### src/spo_cfg.svh
// Purpose: Constants for the setpoint output block: offsets, resets, timing
// Assumes: 100 MHz mclk, 32-bit Avalon-MM register words
// Notes:   Included by the design file by its bare name
`ifndef SPO_CFG_SVH
`define SPO_CFG_SVH

// ==========================================================================
// Register byte offsets
`define SPO_OFS_CTRL    6'h00
`define SPO_OFS_SP1     6'h04
`define SPO_OFS_SP2     6'h08
`define SPO_OFS_PULSE1  6'h0c
`define SPO_OFS_PULSE2  6'h10
`define SPO_OFS_COUNT   6'h14
`define SPO_OFS_TOTAL   6'h18
`define SPO_OFS_DISP    6'h1c
`define SPO_OFS_STATUS  6'h20

// ==========================================================================
// Field positions in the control word
`define SPO_CTRL_MODE_LSB 0
`define SPO_CTRL_DOWN_BIT 3

// ==========================================================================
// Reset values
`define SPO_RST_SP      24'h000000
`define SPO_RST_PULSE   14'h0000
`define SPO_RST_MODE    3'h0

// ==========================================================================
// Pulse time range and timing
`define SPO_PULSE_MAX   14'h270f
`define SPO_CLK_NS      10
`define SPO_UNIT_NS     1000000
`define SPO_TICK_CYC    ((`SPO_UNIT_NS + `SPO_CLK_NS - 1) / `SPO_CLK_NS)

`endif

### src/spo_pkg.sv
// Purpose: Types shared by the setpoint output block
// Assumes: Nothing beyond the constants header
// Notes:   Mode codes follow declaration order, 0 to 5
package spo_pkg;

  // ========================================================================
  // Output functions: three manual, three automatic reset modes
  typedef enum logic [2:0] {
    SPO_MR1,
    SPO_MR2,
    SPO_MR3,
    SPO_AR1,
    SPO_AR2,
    SPO_AR3
  } spo_mode_t;

  // ========================================================================
  // Software configuration
  typedef struct packed {
    spo_mode_t   mode;   // Output function
    logic        down;   // Count direction, 1 = downcount
    logic [23:0] sp1;    // First setpoint
    logic [23:0] sp2;    // Second setpoint
    logic [13:0] p1;     // Output one pulse time
    logic [13:0] p2;     // Output two pulse time
  } spo_cfg_t;

  // ========================================================================
  // Field inputs
  typedef struct packed {
    logic count;   // Count pulse
    logic pause;   // Pause level
    logic mreset;  // Manual reset pulse, acts on rising edge
  } spo_pins_t;

endpackage

### src/spo_setpoint_out.sv
// Purpose: Setpoint compare, output pulse timing, reset modes, total count
// Assumes: Field inputs are asynchronous; count pulses slower than 2 mclk
// Notes:   Registers reached over Avalon-MM with one wait cycle per access
`timescale 1ns/1ps
`include "spo_cfg.svh"

// Contract
// - Output one at first setpoint, held if zero
// - Nonzero pulse one ends output one
// - Manual one downcount: output two, continue below
// - Manual two upcount: halt at second setpoint
// - Manual two downcount: halt at zero
// - Manual three: output two timed, keep counting
// - Output two pulse end drops output one
// - Zero pulse one held until reset/output two
// - Manual reset adds count to total
// - Automatic reset adds count to total
// - Auto one upcount: reset count at once
// - Auto one downcount: reload second setpoint at once
// - Automatic reset only with nonzero pulse two
// - Auto two upcount: halt, reset at pulse end
// - Auto two downcount: halt, reload at pulse end
// - Auto three: display holds endpoint during output two
// - Reset leaves zero up, setpoint two down
// - Pulse times range zero to 9999
module spo_setpoint_out
  import spo_pkg::*;
#(
  parameter int TICK_CYC = `SPO_TICK_CYC  // Cycles per pulse time unit
)
(
  // Clock and reset
  input  wire logic        mclk,
  input  wire logic        rst_n,
  // Avalon-MM slave
  input  wire logic [5:0]  avs_address,
  input  wire logic        avs_read,
  input  wire logic        avs_write,
  input  wire logic [31:0] avs_writedata,
  input  wire logic [3:0]  avs_byteenable,
  output logic      [31:0] avs_readdata,
  output logic             avs_waitrequest,
  // Field inputs, asynchronous
  input  wire spo_pins_t   field_in,
  // Output modules and display
  output logic             out1_on,
  output logic             out2_on,
  output logic      [23:0] disp_value
);

  // ========================================================================
  // Declarations
  spo_pins_t   s1_q, s2_q, s3_q;   // Synchroniser and edge stages
  spo_cfg_t    cfg_q;              // Software configuration
  logic [23:0] cnt_q;              // Live count, two's complement
  logic [31:0] tot_q;              // Accumulated total count
  logic        out1_q, out2_q;     // Output states
  logic [13:0] t1_q, t2_q;         // Pulse timers
  logic        halt_q;             // Counting stopped at end point
  logic        hold_q;             // Display shows end point
  logic [23:0] disp_q;             // Display register
  logic [31:0] tick_cnt_q;         // Time unit divider
  logic        ack_q;              // Bus answer cycle
  logic [31:0] rdata_q;            // Bus read data
  logic        tick;               // One-cycle time unit strobe
  logic        step, mres;         // Count and reset events
  logic        is_auto, auto_en;   // Automatic reset selection
  logic        p2_used;            // Output two pulse time honoured
  logic [23:0] endpt, reload;      // Direction-dependent points
  logic [23:0] cnt_step, cnt_nx;   // Next count candidates
  logic        adv;                // Count really moves
  logic        hit1, hit2;         // Setpoint reached this cycle
  logic        p1_end, p2_end;     // Pulse times elapsed
  logic        ar_now, ar_late;    // Automatic reset moments
  logic        set_halt;           // Stop counting at end point
  logic        req;                // Bus request present

  // ========================================================================
  // Input synchroniser; the second and third stages feed logic
  always_ff @(posedge mclk or negedge rst_n)
  begin
    if (!rst_n)
    begin
      s1_q <= '0;
      s2_q <= '0;
      s3_q <= '0;
    end
    else
    begin
      s1_q <= field_in;
      s2_q <= s1_q;
      s3_q <= s2_q;
    end
  end

  // Rising edges; pause blocks counting, not resets
  assign step = s2_q.count & ~s3_q.count & ~s2_q.pause;
  assign mres = s2_q.mreset & ~s3_q.mreset;

  // ========================================================================
  // Time unit tick
  // fixed tick divider
  always_ff @(posedge mclk or negedge rst_n)
  begin
    if (!rst_n)
      tick_cnt_q <= 32'h0;
    else if (tick)
      tick_cnt_q <= 32'h0;
    else
      tick_cnt_q <= tick_cnt_q + 32'h1;
  end

  assign tick = (tick_cnt_q == 32'(TICK_CYC - 1));

  // ========================================================================
  // Mode decode and compare
  always_comb
  begin
    is_auto  = (cfg_q.mode == SPO_AR1) | (cfg_q.mode == SPO_AR2)
             | (cfg_q.mode == SPO_AR3);
    auto_en  = is_auto & (cfg_q.p2 != 14'h0);
    // Manual one and two ignore pulse two
    p2_used  = (cfg_q.mode == SPO_MR3) | is_auto;
    endpt    = cfg_q.down ? 24'h000000 : cfg_q.sp2;
    reload   = cfg_q.down ? cfg_q.sp2 : 24'h000000;
    cnt_step = cfg_q.down ? cnt_q - 24'h1 : cnt_q + 24'h1;
    adv      = step & ~halt_q;
    cnt_nx   = adv ? cnt_step : cnt_q;
    hit1     = adv & (cnt_step == cfg_q.sp1);
    hit2     = adv & (cnt_step == endpt);
    p1_end   = out1_q & (cfg_q.p1 != 14'h0) & tick & (t1_q == 14'h1);
    p2_end   = out2_q & p2_used & (cfg_q.p2 != 14'h0) & tick & (t2_q == 14'h1);
    // immediate reset in auto one and three
    ar_now   = hit2 & auto_en & ((cfg_q.mode == SPO_AR1) | (cfg_q.mode == SPO_AR3));
    // auto two resets at pulse end
    ar_late  = p2_end & (cfg_q.mode == SPO_AR2);
    // manual two and auto two stop
    set_halt = hit2 & ((cfg_q.mode == SPO_MR2) | ((cfg_q.mode == SPO_AR2) & auto_en));
  end

  // ========================================================================
  // Count register
  always_ff @(posedge mclk or negedge rst_n)
  begin
    if (!rst_n)
      cnt_q <= 24'h000000;
    else if (mres)
      cnt_q <= reload;
    else if (ar_now || ar_late)
      cnt_q <= reload;
    else
      cnt_q <= cnt_nx;
  end

  // ========================================================================
  // Total count, sign-extended adds
  always_ff @(posedge mclk or negedge rst_n)
  begin
    if (!rst_n)
      tot_q <= 32'h0;
    else if (mres)
      tot_q <= tot_q + {{8{cnt_q[23]}}, cnt_q};
    else if (ar_now)
      tot_q <= tot_q + {{8{cnt_step[23]}}, cnt_step};
    else if (ar_late)
      tot_q <= tot_q + {{8{cnt_q[23]}}, cnt_q};
  end

  // ========================================================================
  // Output one and its timer; a new hit wins over a drop
  always_ff @(posedge mclk or negedge rst_n)
  begin
    if (!rst_n)
    begin
      out1_q <= 1'b0;
      t1_q   <= 14'h0;
    end
    else if (mres)
      out1_q <= 1'b0;
    else if (hit1)
    begin
      out1_q <= 1'b1;
      t1_q   <= cfg_q.p1;
    end
    else if (p1_end || p2_end)
      out1_q <= 1'b0;
    else if (tick && t1_q != 14'h0)
      t1_q <= t1_q - 14'h1;
  end

  // ========================================================================
  // Output two and its timer
  always_ff @(posedge mclk or negedge rst_n)
  begin
    if (!rst_n)
    begin
      out2_q <= 1'b0;
      t2_q   <= 14'h0;
    end
    else if (mres)
      out2_q <= 1'b0;
    else if (hit2)
    begin
      out2_q <= 1'b1;
      t2_q   <= cfg_q.p2;
    end
    else if (p2_end)
      out2_q <= 1'b0;
    else if (tick && t2_q != 14'h0)
      t2_q <= t2_q - 14'h1;
  end

  // ========================================================================
  // Halt and display hold
  always_ff @(posedge mclk or negedge rst_n)
  begin
    if (!rst_n)
    begin
      halt_q <= 1'b0;
      hold_q <= 1'b0;
    end
    else
    begin
      if (mres || ar_late)
        halt_q <= 1'b0;
      else if (set_halt)
        halt_q <= 1'b1;
      // end point shown while output two
      if (mres || p2_end)
        hold_q <= 1'b0;
      else if (ar_now && cfg_q.mode == SPO_AR3)
        hold_q <= 1'b1;
    end
  end

  // Display lags the count by one cycle
  always_ff @(posedge mclk or negedge rst_n)
  begin
    if (!rst_n)
      disp_q <= 24'h000000;
    else
      disp_q <= hold_q ? endpt : cnt_q;
  end

  // ========================================================================
  // Avalon slave: one wait cycle, answer registered
  assign req             = avs_read | avs_write;
  assign avs_waitrequest = req & ~ack_q;

  // Byte lane merge for partial writes
  function automatic logic [31:0] merge(input logic [31:0] old, input logic [31:0] wd,
                                        input logic [3:0] be);
    logic [31:0] r;
    r = old;
    for (int i = 0; i < 4; i++)
      if (be[i])
        r[i*8 +: 8] = wd[i*8 +: 8];
    return r;
  endfunction

  // Pulse value held within the documented range
  function automatic logic [13:0] clamp(input logic [31:0] v);
    logic [13:0] r;
    r = (v[31:14] != 18'h0 || v[13:0] > `SPO_PULSE_MAX) ? `SPO_PULSE_MAX : v[13:0];
    return r;
  endfunction

  always_ff @(posedge mclk or negedge rst_n)
  begin
    if (!rst_n)
      ack_q <= 1'b0;
    else
      ack_q <= req & ~ack_q;
  end

  // Read mux; unmapped reads return zero
  always_ff @(posedge mclk or negedge rst_n)
  begin
    if (!rst_n)
      rdata_q <= 32'h0;
    else if (avs_read && !ack_q)
      case (avs_address)
        `SPO_OFS_CTRL:   rdata_q <= {28'h0, cfg_q.down, cfg_q.mode};
        `SPO_OFS_SP1:    rdata_q <= {8'h0, cfg_q.sp1};
        `SPO_OFS_SP2:    rdata_q <= {8'h0, cfg_q.sp2};
        `SPO_OFS_PULSE1: rdata_q <= {18'h0, cfg_q.p1};
        `SPO_OFS_PULSE2: rdata_q <= {18'h0, cfg_q.p2};
        `SPO_OFS_COUNT:  rdata_q <= {{8{cnt_q[23]}}, cnt_q};
        `SPO_OFS_TOTAL:  rdata_q <= tot_q;
        `SPO_OFS_DISP:   rdata_q <= {8'h0, disp_q};
        `SPO_OFS_STATUS: rdata_q <= {28'h0, hold_q, halt_q, out2_q, out1_q};
        default:         rdata_q <= 32'h0;
      endcase
  end

  // Config writes take effect on the answer edge
  always_ff @(posedge mclk or negedge rst_n)
  begin
    if (!rst_n)
    begin
      cfg_q.mode <= spo_mode_t'(`SPO_RST_MODE);
      cfg_q.down <= 1'b0;
      cfg_q.sp1  <= `SPO_RST_SP;
      cfg_q.sp2  <= `SPO_RST_SP;
      cfg_q.p1   <= `SPO_RST_PULSE;
      cfg_q.p2   <= `SPO_RST_PULSE;
    end
    else if (avs_write && ack_q)
      case (avs_address)
        `SPO_OFS_CTRL:
        begin
          // Codes 6 and 7 are not supported and fall back to manual one
          if (avs_byteenable[0])
          begin
            cfg_q.mode <= (avs_writedata[2:0] > 3'h5) ? SPO_MR1
                          : spo_mode_t'(avs_writedata[2:0]);
            cfg_q.down <= avs_writedata[`SPO_CTRL_DOWN_BIT];
          end
        end
        `SPO_OFS_SP1:
          cfg_q.sp1 <= 24'(merge({8'h0, cfg_q.sp1}, avs_writedata, avs_byteenable));
        `SPO_OFS_SP2:
          cfg_q.sp2 <= 24'(merge({8'h0, cfg_q.sp2}, avs_writedata, avs_byteenable));
        `SPO_OFS_PULSE1:
          cfg_q.p1 <= clamp(merge({18'h0, cfg_q.p1}, avs_writedata, avs_byteenable));
        `SPO_OFS_PULSE2:
          cfg_q.p2 <= clamp(merge({18'h0, cfg_q.p2}, avs_writedata, avs_byteenable));
        default:
          cfg_q.mode <= cfg_q.mode;
      endcase
  end

  // ========================================================================
  // Outputs
  assign avs_readdata = rdata_q;
  assign out1_on      = out1_q;
  assign out2_on      = out2_q;
  assign disp_value   = disp_q;
endmodule

### config.mk
export PLATFORM = sky130hd
export DESIGN_NAME = spo_setpoint_out
export DESIGN_NICKNAME = d
export VERILOG_FILES = /design/src/spo_pkg.sv /design/src/spo_setpoint_out.sv
export VERILOG_INCLUDE_DIRS = /design/src
export SDC_FILE = /design/constraint.sdc
export NUM_CORES = 1
export LEC_CHECK = 0
export CAP_MARGIN = 20
export CORE_MARGIN = 2
export CORE_UTILIZATION = 50
export CTS_CLUSTER_DIAMETER = 80
export DETAILED_ROUTE_END_ITERATION = 12
export DONT_BUFFER_PORTS = 1
export GPL_ROUTABILITY_DRIVEN = 1
export GPL_TIMING_DRIVEN = 0
export PLACE_DENSITY = 0.67
export RECOVER_POWER = 100
export SLEW_MARGIN = 20
export SYNTH_ARGS = -nofsm -noshare
export SYNTH_HDL_FRONTEND = slang
export SYNTH_SLANG_ARGS = --single-unit
### constraint.sdc
create_clock -name mclk -period 5.7 [get_ports mclk]
set_input_delay 1.14 -clock mclk [delete_from_list [all_inputs] [get_ports mclk]]
set_output_delay 1.14 -clock mclk [all_outputs]
set_load 0.1 [all_outputs]
After elaboration in Yosys (flattened, before gate mapping)

Cells that the tools add are included.

Bits in read-only memories: 0
Output and inout port bits: 59
Register bits: 265
Bits in latches: 0
Bits in writable memories: 0
Bits of input ports: 49
Memories: 0

Shifts and indexed selects: 0
$add $sub $neg: 7
Bitwise gates (word level): 32
Reductions and logical operators: 38
Multiply operators: 0
Div/mod/pow operators: 0
Multiplexer cells: 53
Equality and inequality tests: 20
$lt $le $gt $ge: 3

Operator list:

| operator                                           | count |
|---|---|
| one-hot mux 32 bit (9 select lines)                | 1 |
| 2-to-1 mux 8 bit                                   | 22 |
| 2-to-1 mux 24 bit                                  | 7 |
| 2-to-1 mux 32 bit                                  | 4 |
| 2-to-1 mux 14 bit                                  | 8 |
| adder 32 bit                                       | 2 |
| nonzero test 14 bit                                | 4 |
| == test 24 bit                                     | 2 |
| nonzero test 18 bit                                | 2 |
| adder 32 x 1 -> 32 bit, second input constant      | 1 |
| == test 32 x 17 -> 1 bit, second input constant    | 1 |
| == test 14 x 1 -> 1 bit, second input constant     | 2 |
| > comparator 14 bit, second input constant         | 2 |
| subtractor 14 x 1 -> 14 bit, second input constant | 2 |
| AND reduction 3 bit                                | 9 |
| adder 24 x 1 -> 24 bit, second input constant      | 1 |
| == test 6 x 5 -> 1 bit, second input constant      | 4 |
| subtractor 24 x 1 -> 24 bit, second input constant | 1 |
| bitwise AND 1 bit                                  | 20 |
| == test 6 x 4 -> 1 bit, second input constant      | 2 |
| nonzero test 3 bit                                 | 4 |
| 2-to-1 mux 1 bit                                   | 10 |
| nonzero test 2 bit                                 | 4 |
| == test 3 x 2 -> 1 bit, second input constant      | 2 |
| 14 further kinds                                   | 36 |

Depth between registers and ports, before layout

Gate-level depths: netlist of the first run.

Depth in word-level cells: 12
Gate-level depth with buffers: 22
Gate-level depth less buffers: 20

Worst setup path before layout of the first run

No wires, ideal clock.

Kind: register to register
Start point: reg cfg_q[76] (netlist bit)
End point: reg tot_q[31]
Setup slack: 0.235 ns
Arrival time: 5.379 ns
Cell stages (with the launch flop): 22
Library setup time: 0.087 ns
Path through: dfrtp_1 ha_1 clkbuf_1 nand3_1 a211oi_1 a221oi_4 o311ai_1 nand2_1 a211oi_1 inv_1 ha_1 nand2_1 o41ai_1 nor4_1 a21oi_1 o41ai_1 o21ai_0 o41a_1 xnor2_1 or3_1 and3_1 o211ai_1

Word-level cells in the longest chain between the ends: 7
Elaborated cells between the ends (all ways): 10
Classes of those cells: add/sub (1); eq/ne (1); mux (4); bitwise (3); reduce/logical (1)

RTL lines:

| element                                                              | RTL line                | source |
|---|---|---|
| start, declared                                                      | spo_setpoint_out.sv:54  | `spo_cfg_t cfg_q;` |
| parallel branches: the longest is 7 deep, another holds adder 32 bit | -                       |  |
| end signal, assigned                                                 | spo_setpoint_out.sv:162 | `tot_q <= tot_q + {{8{cnt_q[23]}}, cnt_q};` |
| end signal, assigned                                                 | spo_setpoint_out.sv:164 | `tot_q <= tot_q + {{8{cnt_step[23]}}, cnt_step};` |
| end signal, assigned                                                 | spo_setpoint_out.sv:166 | `tot_q <= tot_q + {{8{cnt_q[23]}}, cnt_q};` |
| end, declared                                                        | spo_setpoint_out.sv:56  | `logic [31:0] tot_q;` |

Several ways; the timed one is not identified.
A chain may end at the register's enable or synchronous reset.

Final worst setup path of the first run

Same ends and word-level chain as after synthesis.

==> impl_metrics.prom, run 1 <==
# TYPE chip_impl_metric gauge
chip_impl_metric{name="clkTransAtPathRegs",unit="ns"} 0.07
chip_impl_metric{name="synth_seq_cells",unit=""} 265
chip_impl_info{name="slowest_stage",value="sky130_fd_sc_hd__dfrtp_4"} 1
chip_impl_metric{name="drc_errors",unit=""} 0
chip_impl_metric{name="chipWidth",unit="µm"} 196.0
chip_impl_metric{name="slew_headroom",unit="%"} 11.29
chip_impl_metric{name="wl_per_cell",unit="µm"} 23.04
chip_impl_metric{name="flow.area_growth_from_synthesis",unit="%"} 11.32
chip_impl_metric{name="final_nets",unit=""} 2310
chip_impl_metric{name="setup_viol",unit=""} 0
chip_impl_metric{name="grt_antenna_before_repair",unit=""} 2
chip_impl_metric{name="start_util",unit="%"} 50.58
chip_impl_metric{name="number_of_flops_mapped_to_enable_cells_by_yosys",unit=""} 0
chip_impl_info{name="critical_path.reg2reg.endpoint",value="tot_q[31]"} 1
chip_impl_metric{name="io_pins",unit=""} 108
chip_impl_metric{name="port_buffers",unit=""} 0
chip_impl_info{name="yosys_most_used_dff",value="sky130_fd_sc_hd__dfrtp_1"} 1
chip_impl_metric{name="max_stage_delay",unit="ns"} 0.59
chip_impl_metric{name="timing.final.hold_violations",unit=""} 0
chip_impl_info{name="synth.top_cells.by_area",value="sky130_fd_sc_hd__dfrtp_1 36%, sky130_fd_sc_hd__ha_1 6.4%, sky130_fd_sc_hd__a21oi_1 4.5%"} 1
chip_impl_metric{name="antennaDiodeCount",unit=""} 0
chip_impl_metric{name="synthesis.instances",unit=""} 2120
chip_impl_metric{name="tritoncts_num_sinks",unit=""} 265
chip_impl_metric{name="insertion_delay",unit="ns"} 0.57
chip_impl_metric{name="total_power",unit="mW"} 15.27
chip_impl_metric{name="power.density_cell_area",unit="nW/µm²"} 744.2
chip_impl_info{name="r2r_start",value="cfg_q[76]"} 1
chip_impl_metric{name="yosys_warnings",unit=""} 0
chip_impl_info{name="ctsRootBufferMaster",value="sky130_fd_sc_hd__clkbuf_16"} 1
chip_impl_info{name="crit_path_cell_trace",value="ha_1 > o211ai_1 > a211oi_2 > a221oi_4 > o311ai_4 > a2111oi_4 > or3_1 > and2_1 > inv_1 > ha_1 > o21a_1 > o21ai_0 > a21oi_1 > o41ai_2 > o21ai_0 > o41a_1 > xnor2_1 > or3_1 > and3_1 > o211ai_1"} 1
chip_impl_info{name="timing_worst_setup_path_type",value="reg2reg"} 1
chip_impl_metric{name="cts_hold_repair.buffers",unit=""} 0
chip_impl_metric{name="avgViaCountPerCell",unit=""} 6.467
chip_impl_metric{name="totalNegativeSetupSlack",unit="ns"} 0
chip_impl_metric{name="timing.fmax",unit="GHz"} 0.1793
chip_impl_metric{name="gp_congestion",unit=""} 0.9849
chip_impl_metric{name="worst-r2r-cell-count",unit=""} 20
chip_impl_metric{name="cts_made_buffers",unit=""} 29
chip_impl_metric{name="filler_cell_count",unit=""} 3314
chip_impl_metric{name="final_cell_count_no_fill",unit=""} 2654
chip_impl_metric{name="placed_cells",unit=""} 2593
chip_impl_metric{name="cp.arrival",unit="ns"} 6.05
chip_impl_info{name="synth_top_area_cell",value="sky130_fd_sc_hd__dfrtp_1"} 1
chip_impl_metric{name="critPathRequiredTime",unit="ns"} 6.18
chip_impl_metric{name="peakVddDrop",unit="mV"} 0.5104
chip_impl_metric{name="dr.first_iter.drc_count",unit=""} 1770
chip_impl_metric{name="chipHeight",unit="µm"} 196.0
chip_impl_metric{name="post-route-util",unit="%"} 56.31
chip_impl_metric{name="grtUsageTotal",unit="%"} 31.45
chip_impl_metric{name="synth-async-reset-ratio",unit="%"} 100.0
chip_impl_metric{name="cts_max_level",unit=""} 1
chip_impl_metric{name="dp_hpwl",unit="µm"} 46840
chip_impl_metric{name="placementRows",unit=""} 70
chip_impl_metric{name="timing_max_transition_violations_final",unit=""} 0
chip_impl_metric{name="grt.overflow.total",unit=""} 0
chip_impl_metric{name="grt_first_pass_wirelength",unit="µm"} 94520
chip_impl_metric{name="via_count",unit=""} 17160
chip_impl_metric{name="total_leakage_power",unit="nW"} 8.810
chip_impl_info{name="outcome",value="complete, no violations"} 1
chip_impl_metric{name="first_pass_iters",unit=""} 8
chip_impl_metric{name="post-place-ws",unit="ns"} -1.262
chip_impl_info{name="synth_common_cells",value="265 x sky130_fd_sc_hd__dfrtp_1, 192 x sky130_fd_sc_hd__nor2_1, 189 x sky130_fd_sc_hd__nand2_1, 164 x sky130_fd_sc_hd__a21oi_1, 153 x sky130_fd_sc_hd__o21ai_0"} 1
chip_impl_info{name="critical_path.startpoint_type",value="flop"} 1
chip_impl_metric{name="wl",unit="µm"} 61140
chip_impl_metric{name="drtAntennaViolNets",unit=""} 0
chip_impl_metric{name="grt_start_max_net_pins",unit=""} 266
chip_impl_metric{name="timing.max_cap.violations",unit=""} 0
chip_impl_metric{name="first_global_vias",unit=""} 16440
chip_impl_metric{name="synth_top_area_share",unit="%"} 35.98
chip_impl_metric{name="post-route-period-util",unit="%"} 97.83
chip_impl_metric{name="transition_at_the_pin_with_the_smallest_max_transition_slack",unit="ns"} 1.328
chip_impl_metric{name="finalWorstSetupSlack",unit="ns"} 0.1240
chip_impl_info{name="synth_most_common_cell",value="sky130_fd_sc_hd__dfrtp_1"} 1
chip_impl_info{name="tritoncts",value="yes"} 1
chip_impl_metric{name="mappedNetlistArea",unit="µm²"} 18430
chip_impl_info{name="min-delay-path-class",value="in2async"} 1
chip_impl_metric{name="worstPathMaxFanout",unit=""} 14
chip_impl_metric{name="reg2reg_setup_slack",unit="ns"} 0.12
chip_impl_metric{name="synth_area_per_cell",unit="µm²"} 8.693
chip_impl_metric{name="synth-seq-area-share",unit="%"} 35.98
chip_impl_metric{name="fin_worst_skew",unit="ns"} 0.01549
chip_impl_metric{name="dieArea",unit="µm²"} 38410
chip_impl_metric{name="coreArea",unit="µm²"} 36430
chip_impl_metric{name="fin_crit",unit="ns"} 5.576
chip_impl_metric{name="cts.path.max_buffers",unit=""} 3
chip_impl_metric{name="ys_types",unit=""} 85
chip_impl_info{name="setup.worst_path.end_class",value="flop"} 1
chip_impl_metric{name="final_layout_size_suffix_gt1_share",unit="%"} 9.058
chip_impl_metric{name="syn-num-nets",unit=""} 2266
==> critical path, delay by kind of cell (launching register included) <==
family | cells | cell delay [ns]
compound gates | 12 | 2.94
xor+xnor | 1 | 0.15
fa+ha+maj | 2 | 0.73
buf+inv | 1 | 0.11
flops | 1 | 0.59
simple gates | 4 | 0.95
==> sequential cells by signal (all words and copies together), names as in the netlist, 2 cells and up <==
signal	count
s2_q	3
t1_q	14
disp_value	24
tot_q	32
avs_readdata	32
cnt_q	24
s3_q	2
t2_q	14
cfg_q	80
s1_q	3
tick_cnt_q	32
==> cells by family after synthesis <==
| logic type | after synthesis | synth area share [%] |
|---|---|---|
| flops | 265 | 35.98 |
| simple gates | 735 | 19.53 |
| mux | 124 | 7.122 |
| fa+ha+maj | 97 | 6.707 |
| xor+xnor | 125 | 6.327 |
| buf+inv | 180 | 3.802 |
| compound gates | 594 | 20.53 |
==> power breakdown <==
| group | internal (mW) | switching (mW) |
|---|---|---|
| combinational | 4.26 | 5.85 |
| sequential | 2.14 | 0.903 |
| clock | 1.27 | 0.841 |
==> cell type report <==
cell class | count | area, µm² | share of cell area, %
Multi-Input combinational cell | 1675 | 11430 | 55.69
Sequential cell | 265 | 6635 | 32.34
Clock buffer | 33 | 750.7 | 3.659
Tap cell | 468 | 585.6 | 2.854
Buffer | 91 | 379.1 | 1.848
Inverter | 86 | 322.8 | 1.573
Clock inverter | 20 | 305.3 | 1.488
Timing Repair Buffer | 16 | 112.6 | 0.5488
==> worst max-delay path by stage <==
stage / from / end / slack, ns / cells past startpoint
after global placement: cfg_q[76] / tot_q[26] / -1.80 / 13
after detailed placement: cfg_q[76] / tot_q[31] / -1.26 / 21
after floorplan: cfg_q[76] / tot_q[31] / 0.23 / 21
final: cfg_q[76] / tot_q[31] / 0.12 / 20
after global routing: cfg_q[76] / tot_q[31] / -0.07 / 20
after CTS: cfg_q[76] / tot_q[31] / 0.06 / 19
==> what timing repair did <==
| action | CTS | global route |
|---|---|---|
| gates resized for setup | 34 | 34 |
| pin swaps | 3 | 8 |
| setup buffers | 4 | 7 |
| setup endpoints to repair | 73 | 64 |
==> stage by stage <==
stage	area, µm²	hold slack (ns)
after CTS	20370	0.2453
after detailed placement	19100	0.3363
final	20520	0.2629
after floorplan	18430	0.3312
after global placement	19020	0.3335
after global routing	20520	0.2469
==> layer usage <==
layer | global-route usage, % | share of wire [%] | vias up | routed length, µm
met5 | 0 | 0.054 | - | 33
met2 | 48.41 | 44 | 810 | 26970
li1 | - | - | 7881 | -
met3 | 8.045 | 11 | 147 | 6454
met1 | 43.33 | 42 | 8321 | 25560
met4 | 10.38 | 3.5 | 4 | 2118
==> cell usage in the layout, fill, tap and decap left out, types with 14 or more instances in the layout <==
| master | instances |
|---|---|
| sky130_fd_sc_hd__mux2_2 | 55 |
| sky130_fd_sc_hd__and3_1 | 28 |
| sky130_fd_sc_hd__a21o_1 | 18 |
| sky130_fd_sc_hd__o21a_1 | 19 |
| sky130_fd_sc_hd__mux2i_1 | 67 |
| sky130_fd_sc_hd__a31oi_1 | 42 |
| sky130_fd_sc_hd__a22oi_1 | 14 |
| sky130_fd_sc_hd__or3_1 | 18 |
| sky130_fd_sc_hd__nand2_1 | 189 |
| sky130_fd_sc_hd__inv_1 | 85 |
| sky130_fd_sc_hd__nor4_1 | 19 |
| sky130_fd_sc_hd__xnor2_1 | 79 |
| sky130_fd_sc_hd__clkbuf_1 | 69 |
| sky130_fd_sc_hd__nor3_1 | 52 |
| sky130_fd_sc_hd__nor2_1 | 192 |
| sky130_fd_sc_hd__nand2b_1 | 19 |
| sky130_fd_sc_hd__nand4_1 | 24 |
| sky130_fd_sc_hd__o22ai_1 | 20 |
| sky130_fd_sc_hd__ha_1 | 94 |
| sky130_fd_sc_hd__nor2b_1 | 19 |
| sky130_fd_sc_hd__dfrtp_1 | 264 |
| sky130_fd_sc_hd__nand3_1 | 87 |
| sky130_fd_sc_hd__o22a_1 | 14 |
| sky130_fd_sc_hd__a21oi_1 | 160 |
| sky130_fd_sc_hd__clkbuf_16 | 29 |
| sky130_fd_sc_hd__xor2_1 | 36 |
| sky130_fd_sc_hd__o21ai_0 | 152 |
Power figures use the tool's default switching activity.
==> run 2, diff against run 1 <==
Settings changed: RECOVER_POWER 100 to 25.
==> run 2 against run 1 <==
Against the previous run: power grew 0.12%; global-route usage is the same; first-iteration DRC count grew 0.56%; clock-buffer cell count is the same; sequential share of layout area shrank 0.086 points; via count shrank 0.12%; critical path type unchanged.
==> impl_metrics.prom, run 2 (synthesis results as in run 1) <==
# TYPE chip_impl_metric gauge
chip_impl_metric{name="port_buffers",unit=""} 0
chip_impl_metric{name="totalNegativeSetupSlack",unit="ns"} 0
chip_impl_info{name="regMostFlops",value="cfg_q"} 1
chip_impl_metric{name="slew_headroom",unit="%"} 29.06
chip_impl_metric{name="placed_cell_area",unit="µm²"} 19100
chip_impl_info{name="critical_path.reg2reg.endpoint",value="tot_q[31]"} 1
chip_impl_info{name="tritoncts",value="yes"} 1
chip_impl_metric{name="grtUsageTotal",unit="%"} 31.45
chip_impl_info{name="r2r_start",value="cfg_q[76]"} 1
chip_impl_metric{name="largest_register_ff_count",unit=""} 80
chip_impl_metric{name="drc_errors",unit=""} 0
chip_impl_metric{name="dr.first_iter.drc_count",unit=""} 1780
chip_impl_metric{name="post-place-ws",unit="ns"} -1.262
chip_impl_metric{name="start_util",unit="%"} 50.58
chip_impl_metric{name="avgViaCountPerCell",unit=""} 6.459
chip_impl_metric{name="antennaDiodeCount",unit=""} 0
chip_impl_metric{name="cts.path.max_buffers",unit=""} 3
chip_impl_metric{name="flow.area_growth_from_synthesis",unit="%"} 11.62
chip_impl_metric{name="fin_area",unit="µm²"} 20570
chip_impl_metric{name="wl",unit="µm"} 61300
chip_impl_metric{name="net_switching",unit="mW"} 7.606
chip_impl_metric{name="critPathRequiredTime",unit="ns"} 6.18
chip_impl_metric{name="via_count",unit=""} 17140
chip_impl_metric{name="worstPathMaxFanout",unit=""} 14
chip_impl_info{name="ctsRootBufferMaster",value="sky130_fd_sc_hd__clkbuf_16"} 1
chip_impl_info{name="layout_commonest_cell",value="sky130_fd_sc_hd__dfrtp_1"} 1
chip_impl_metric{name="pwr-share-seq",unit="%"} 19.9
chip_impl_metric{name="final_layout_size_suffix_gt1_share",unit="%"} 9.424
chip_impl_metric{name="post-route-period-util",unit="%"} 98.20
chip_impl_metric{name="clkTransAtPathRegs",unit="ns"} 0.07
chip_impl_metric{name="cts_max_level",unit=""} 1
chip_impl_metric{name="wl_per_cell",unit="µm"} 23.10
chip_impl_metric{name="post-route-util",unit="%"} 56.46
chip_impl_metric{name="total_leakage_power",unit="nW"} 8.835
chip_impl_metric{name="chipWidth",unit="µm"} 196.0
chip_impl_metric{name="grt_antenna_before_repair",unit=""} 2
chip_impl_metric{name="peakVddDrop",unit="mV"} 0.5104
chip_impl_metric{name="coreArea",unit="µm²"} 36430
chip_impl_metric{name="tritoncts_num_sinks",unit=""} 265
chip_impl_metric{name="timing_max_transition_violations_final",unit=""} 0
chip_impl_metric{name="total_power",unit="mW"} 15.29
chip_impl_info{name="critical_path.startpoint",value="cfg_q[76]"} 1
chip_impl_metric{name="first_pass_iters",unit=""} 7
chip_impl_metric{name="fin_crit",unit="ns"} 5.598
chip_impl_metric{name="fin_worst_skew",unit="ns"} 0.01467
chip_impl_metric{name="pwr-share-comb",unit="%"} 66.3
chip_impl_metric{name="internal_power",unit="mW"} 7.681
chip_impl_info{name="setup.worst_path.end_class",value="flop"} 1
chip_impl_metric{name="power.density_cell_area",unit="nW/µm²"} 743.1
chip_impl_metric{name="dieArea",unit="µm²"} 38410
chip_impl_metric{name="grt_start_max_net_pins",unit=""} 266
chip_impl_info{name="mostFrequentLayoutCells",value="264 x sky130_fd_sc_hd__dfrtp_1, 191 x sky130_fd_sc_hd__nor2_1, 189 x sky130_fd_sc_hd__nand2_1"} 1
chip_impl_metric{name="finalWorstSetupSlack",unit="ns"} 0.1024
chip_impl_metric{name="placed_cells",unit=""} 2593
chip_impl_metric{name="timing.max_cap.violations",unit=""} 0
chip_impl_metric{name="final_cell_count_no_fill",unit=""} 2654
chip_impl_metric{name="clock_power_share",unit="%"} 13.8
chip_impl_metric{name="dp_hpwl",unit="µm"} 46840
chip_impl_metric{name="placementRows",unit=""} 70
chip_impl_metric{name="timing.fmax",unit="GHz"} 0.1786
chip_impl_metric{name="p_sw_share",unit="%"} 49.75
chip_impl_metric{name="cts_hold_repair.buffers",unit=""} 0
chip_impl_info{name="critical_path.startpoint_type",value="flop"} 1
chip_impl_metric{name="worst-r2r-cell-count",unit=""} 20
chip_impl_metric{name="chipHeight",unit="µm"} 196.0
chip_impl_metric{name="reg2reg_setup_slack",unit="ns"} 0.10
chip_impl_metric{name="cts_made_buffers",unit=""} 29
chip_impl_metric{name="timing.final.hold_violations",unit=""} 0
chip_impl_metric{name="insertion_delay",unit="ns"} 0.57
chip_impl_info{name="min-delay-path-class",value="in2async"} 1
chip_impl_metric{name="gp_congestion",unit=""} 0.9849
chip_impl_metric{name="setup_viol",unit=""} 0
chip_impl_metric{name="io_pins",unit=""} 108
chip_impl_metric{name="cp.arrival",unit="ns"} 6.08
chip_impl_metric{name="hold-worst-slack",unit="ns"} 0.2620
chip_impl_metric{name="first_global_vias",unit=""} 16440
chip_impl_metric{name="final_nets",unit=""} 2310
chip_impl_metric{name="transition_at_the_pin_with_the_smallest_max_transition_slack",unit="ns"} 1.064
chip_impl_metric{name="grt.overflow.total",unit=""} 0
chip_impl_metric{name="drtAntennaViolNets",unit=""} 0
chip_impl_info{name="outcome",value="complete, no violations"} 1
chip_impl_metric{name="grt_first_pass_wirelength",unit="µm"} 94520
chip_impl_info{name="timing_worst_setup_path_type",value="reg2reg"} 1
run 2: changes by cell type in the layout (fill, tap and decap cells not counted), moves of 2 or more:
cell                       change
sky130_fd_sc_hd__mux2_1        -2
sky130_fd_sc_hd__clkbuf_1      -6
sky130_fd_sc_hd__nor3_1        -2
sky130_fd_sc_hd__mux2_2        +2
sky130_fd_sc_hd__buf_2         +3
sky130_fd_sc_hd__buf_1         +4
sky130_fd_sc_hd__clkbuf_2      -3
run 2: power by group through the flow:
stage / clock network, mW / logic (mW) / registers (mW)
after floorplan: 0 / 7.30 / 2.85
after global placement: 0 / 8.99 / 3.07
after detailed placement: 0 / 9.19 / 3.08
after CTS: 2.13 / 9.61 / 3.04
after global routing: 2.21 / 11.1 / 3.07
final: 2.11 / 10.1 / 3.04
run 2: routing by layer:
metal | vias up | GRT usage [%] | wire (µm)
li1 | 7874 | - | -
met1 | 8307 | 43.33 | 26080
met2 | 809 | 48.41 | 27070
met3 | 148 | 8.045 | 6085
met4 | 4 | 10.38 | 2033
met5 | - | 0 | 28
run 2: timing repair:
action / 4_1_cts / 5_1_grt
gates resized for setup: 34 / 34
buffers inserted: 4 / 7
pin swaps: 3 / 8
setup endpoints to repair: 73 / 64
run 2: worst max-delay path by stage:
stage	to	cells after the start
after floorplan	tot_q[31]	21
after global placement	tot_q[26]	13
after detailed placement	tot_q[31]	21
after CTS	tot_q[31]	19
after global routing	tot_q[31]	20
final	tot_q[31]	20
run 2: layout make-up:
cell class	instances	area (µm²)
Multi-Input combinational cell	1675	11450
Fill cell	3306	15860
Clock buffer	33	750.7
Sequential cell	265	6635
Clock inverter	20	305.3
Inverter	86	322.8
Timing Repair Buffer	16	140.1
Buffer	91	382.9
Tap cell	468	585.6
run 2: worst max-delay path, cell delays in order, from the launching register on:
cell,delay [ns]
sky130_fd_sc_hd__dfrtp_4,0.59
sky130_fd_sc_hd__ha_1,0.41
sky130_fd_sc_hd__o211ai_1,0.36
sky130_fd_sc_hd__a211oi_2,0.17
sky130_fd_sc_hd__a221oi_4,0.41
sky130_fd_sc_hd__o311ai_4,0.17
sky130_fd_sc_hd__a2111oi_4,0.46
sky130_fd_sc_hd__or3_1,0.22
sky130_fd_sc_hd__and2_1,0.27
sky130_fd_sc_hd__inv_1,0.11
sky130_fd_sc_hd__ha_1,0.32
sky130_fd_sc_hd__o21a_1,0.19
sky130_fd_sc_hd__o21ai_0,0.15
sky130_fd_sc_hd__a21oi_1,0.09
sky130_fd_sc_hd__o41ai_2,0.30
sky130_fd_sc_hd__o21ai_0,0.20
sky130_fd_sc_hd__o41a_1,0.36
sky130_fd_sc_hd__xnor2_1,0.15
sky130_fd_sc_hd__or3_1,0.31
sky130_fd_sc_hd__and3_1,0.15
sky130_fd_sc_hd__o211ai_1,0.10
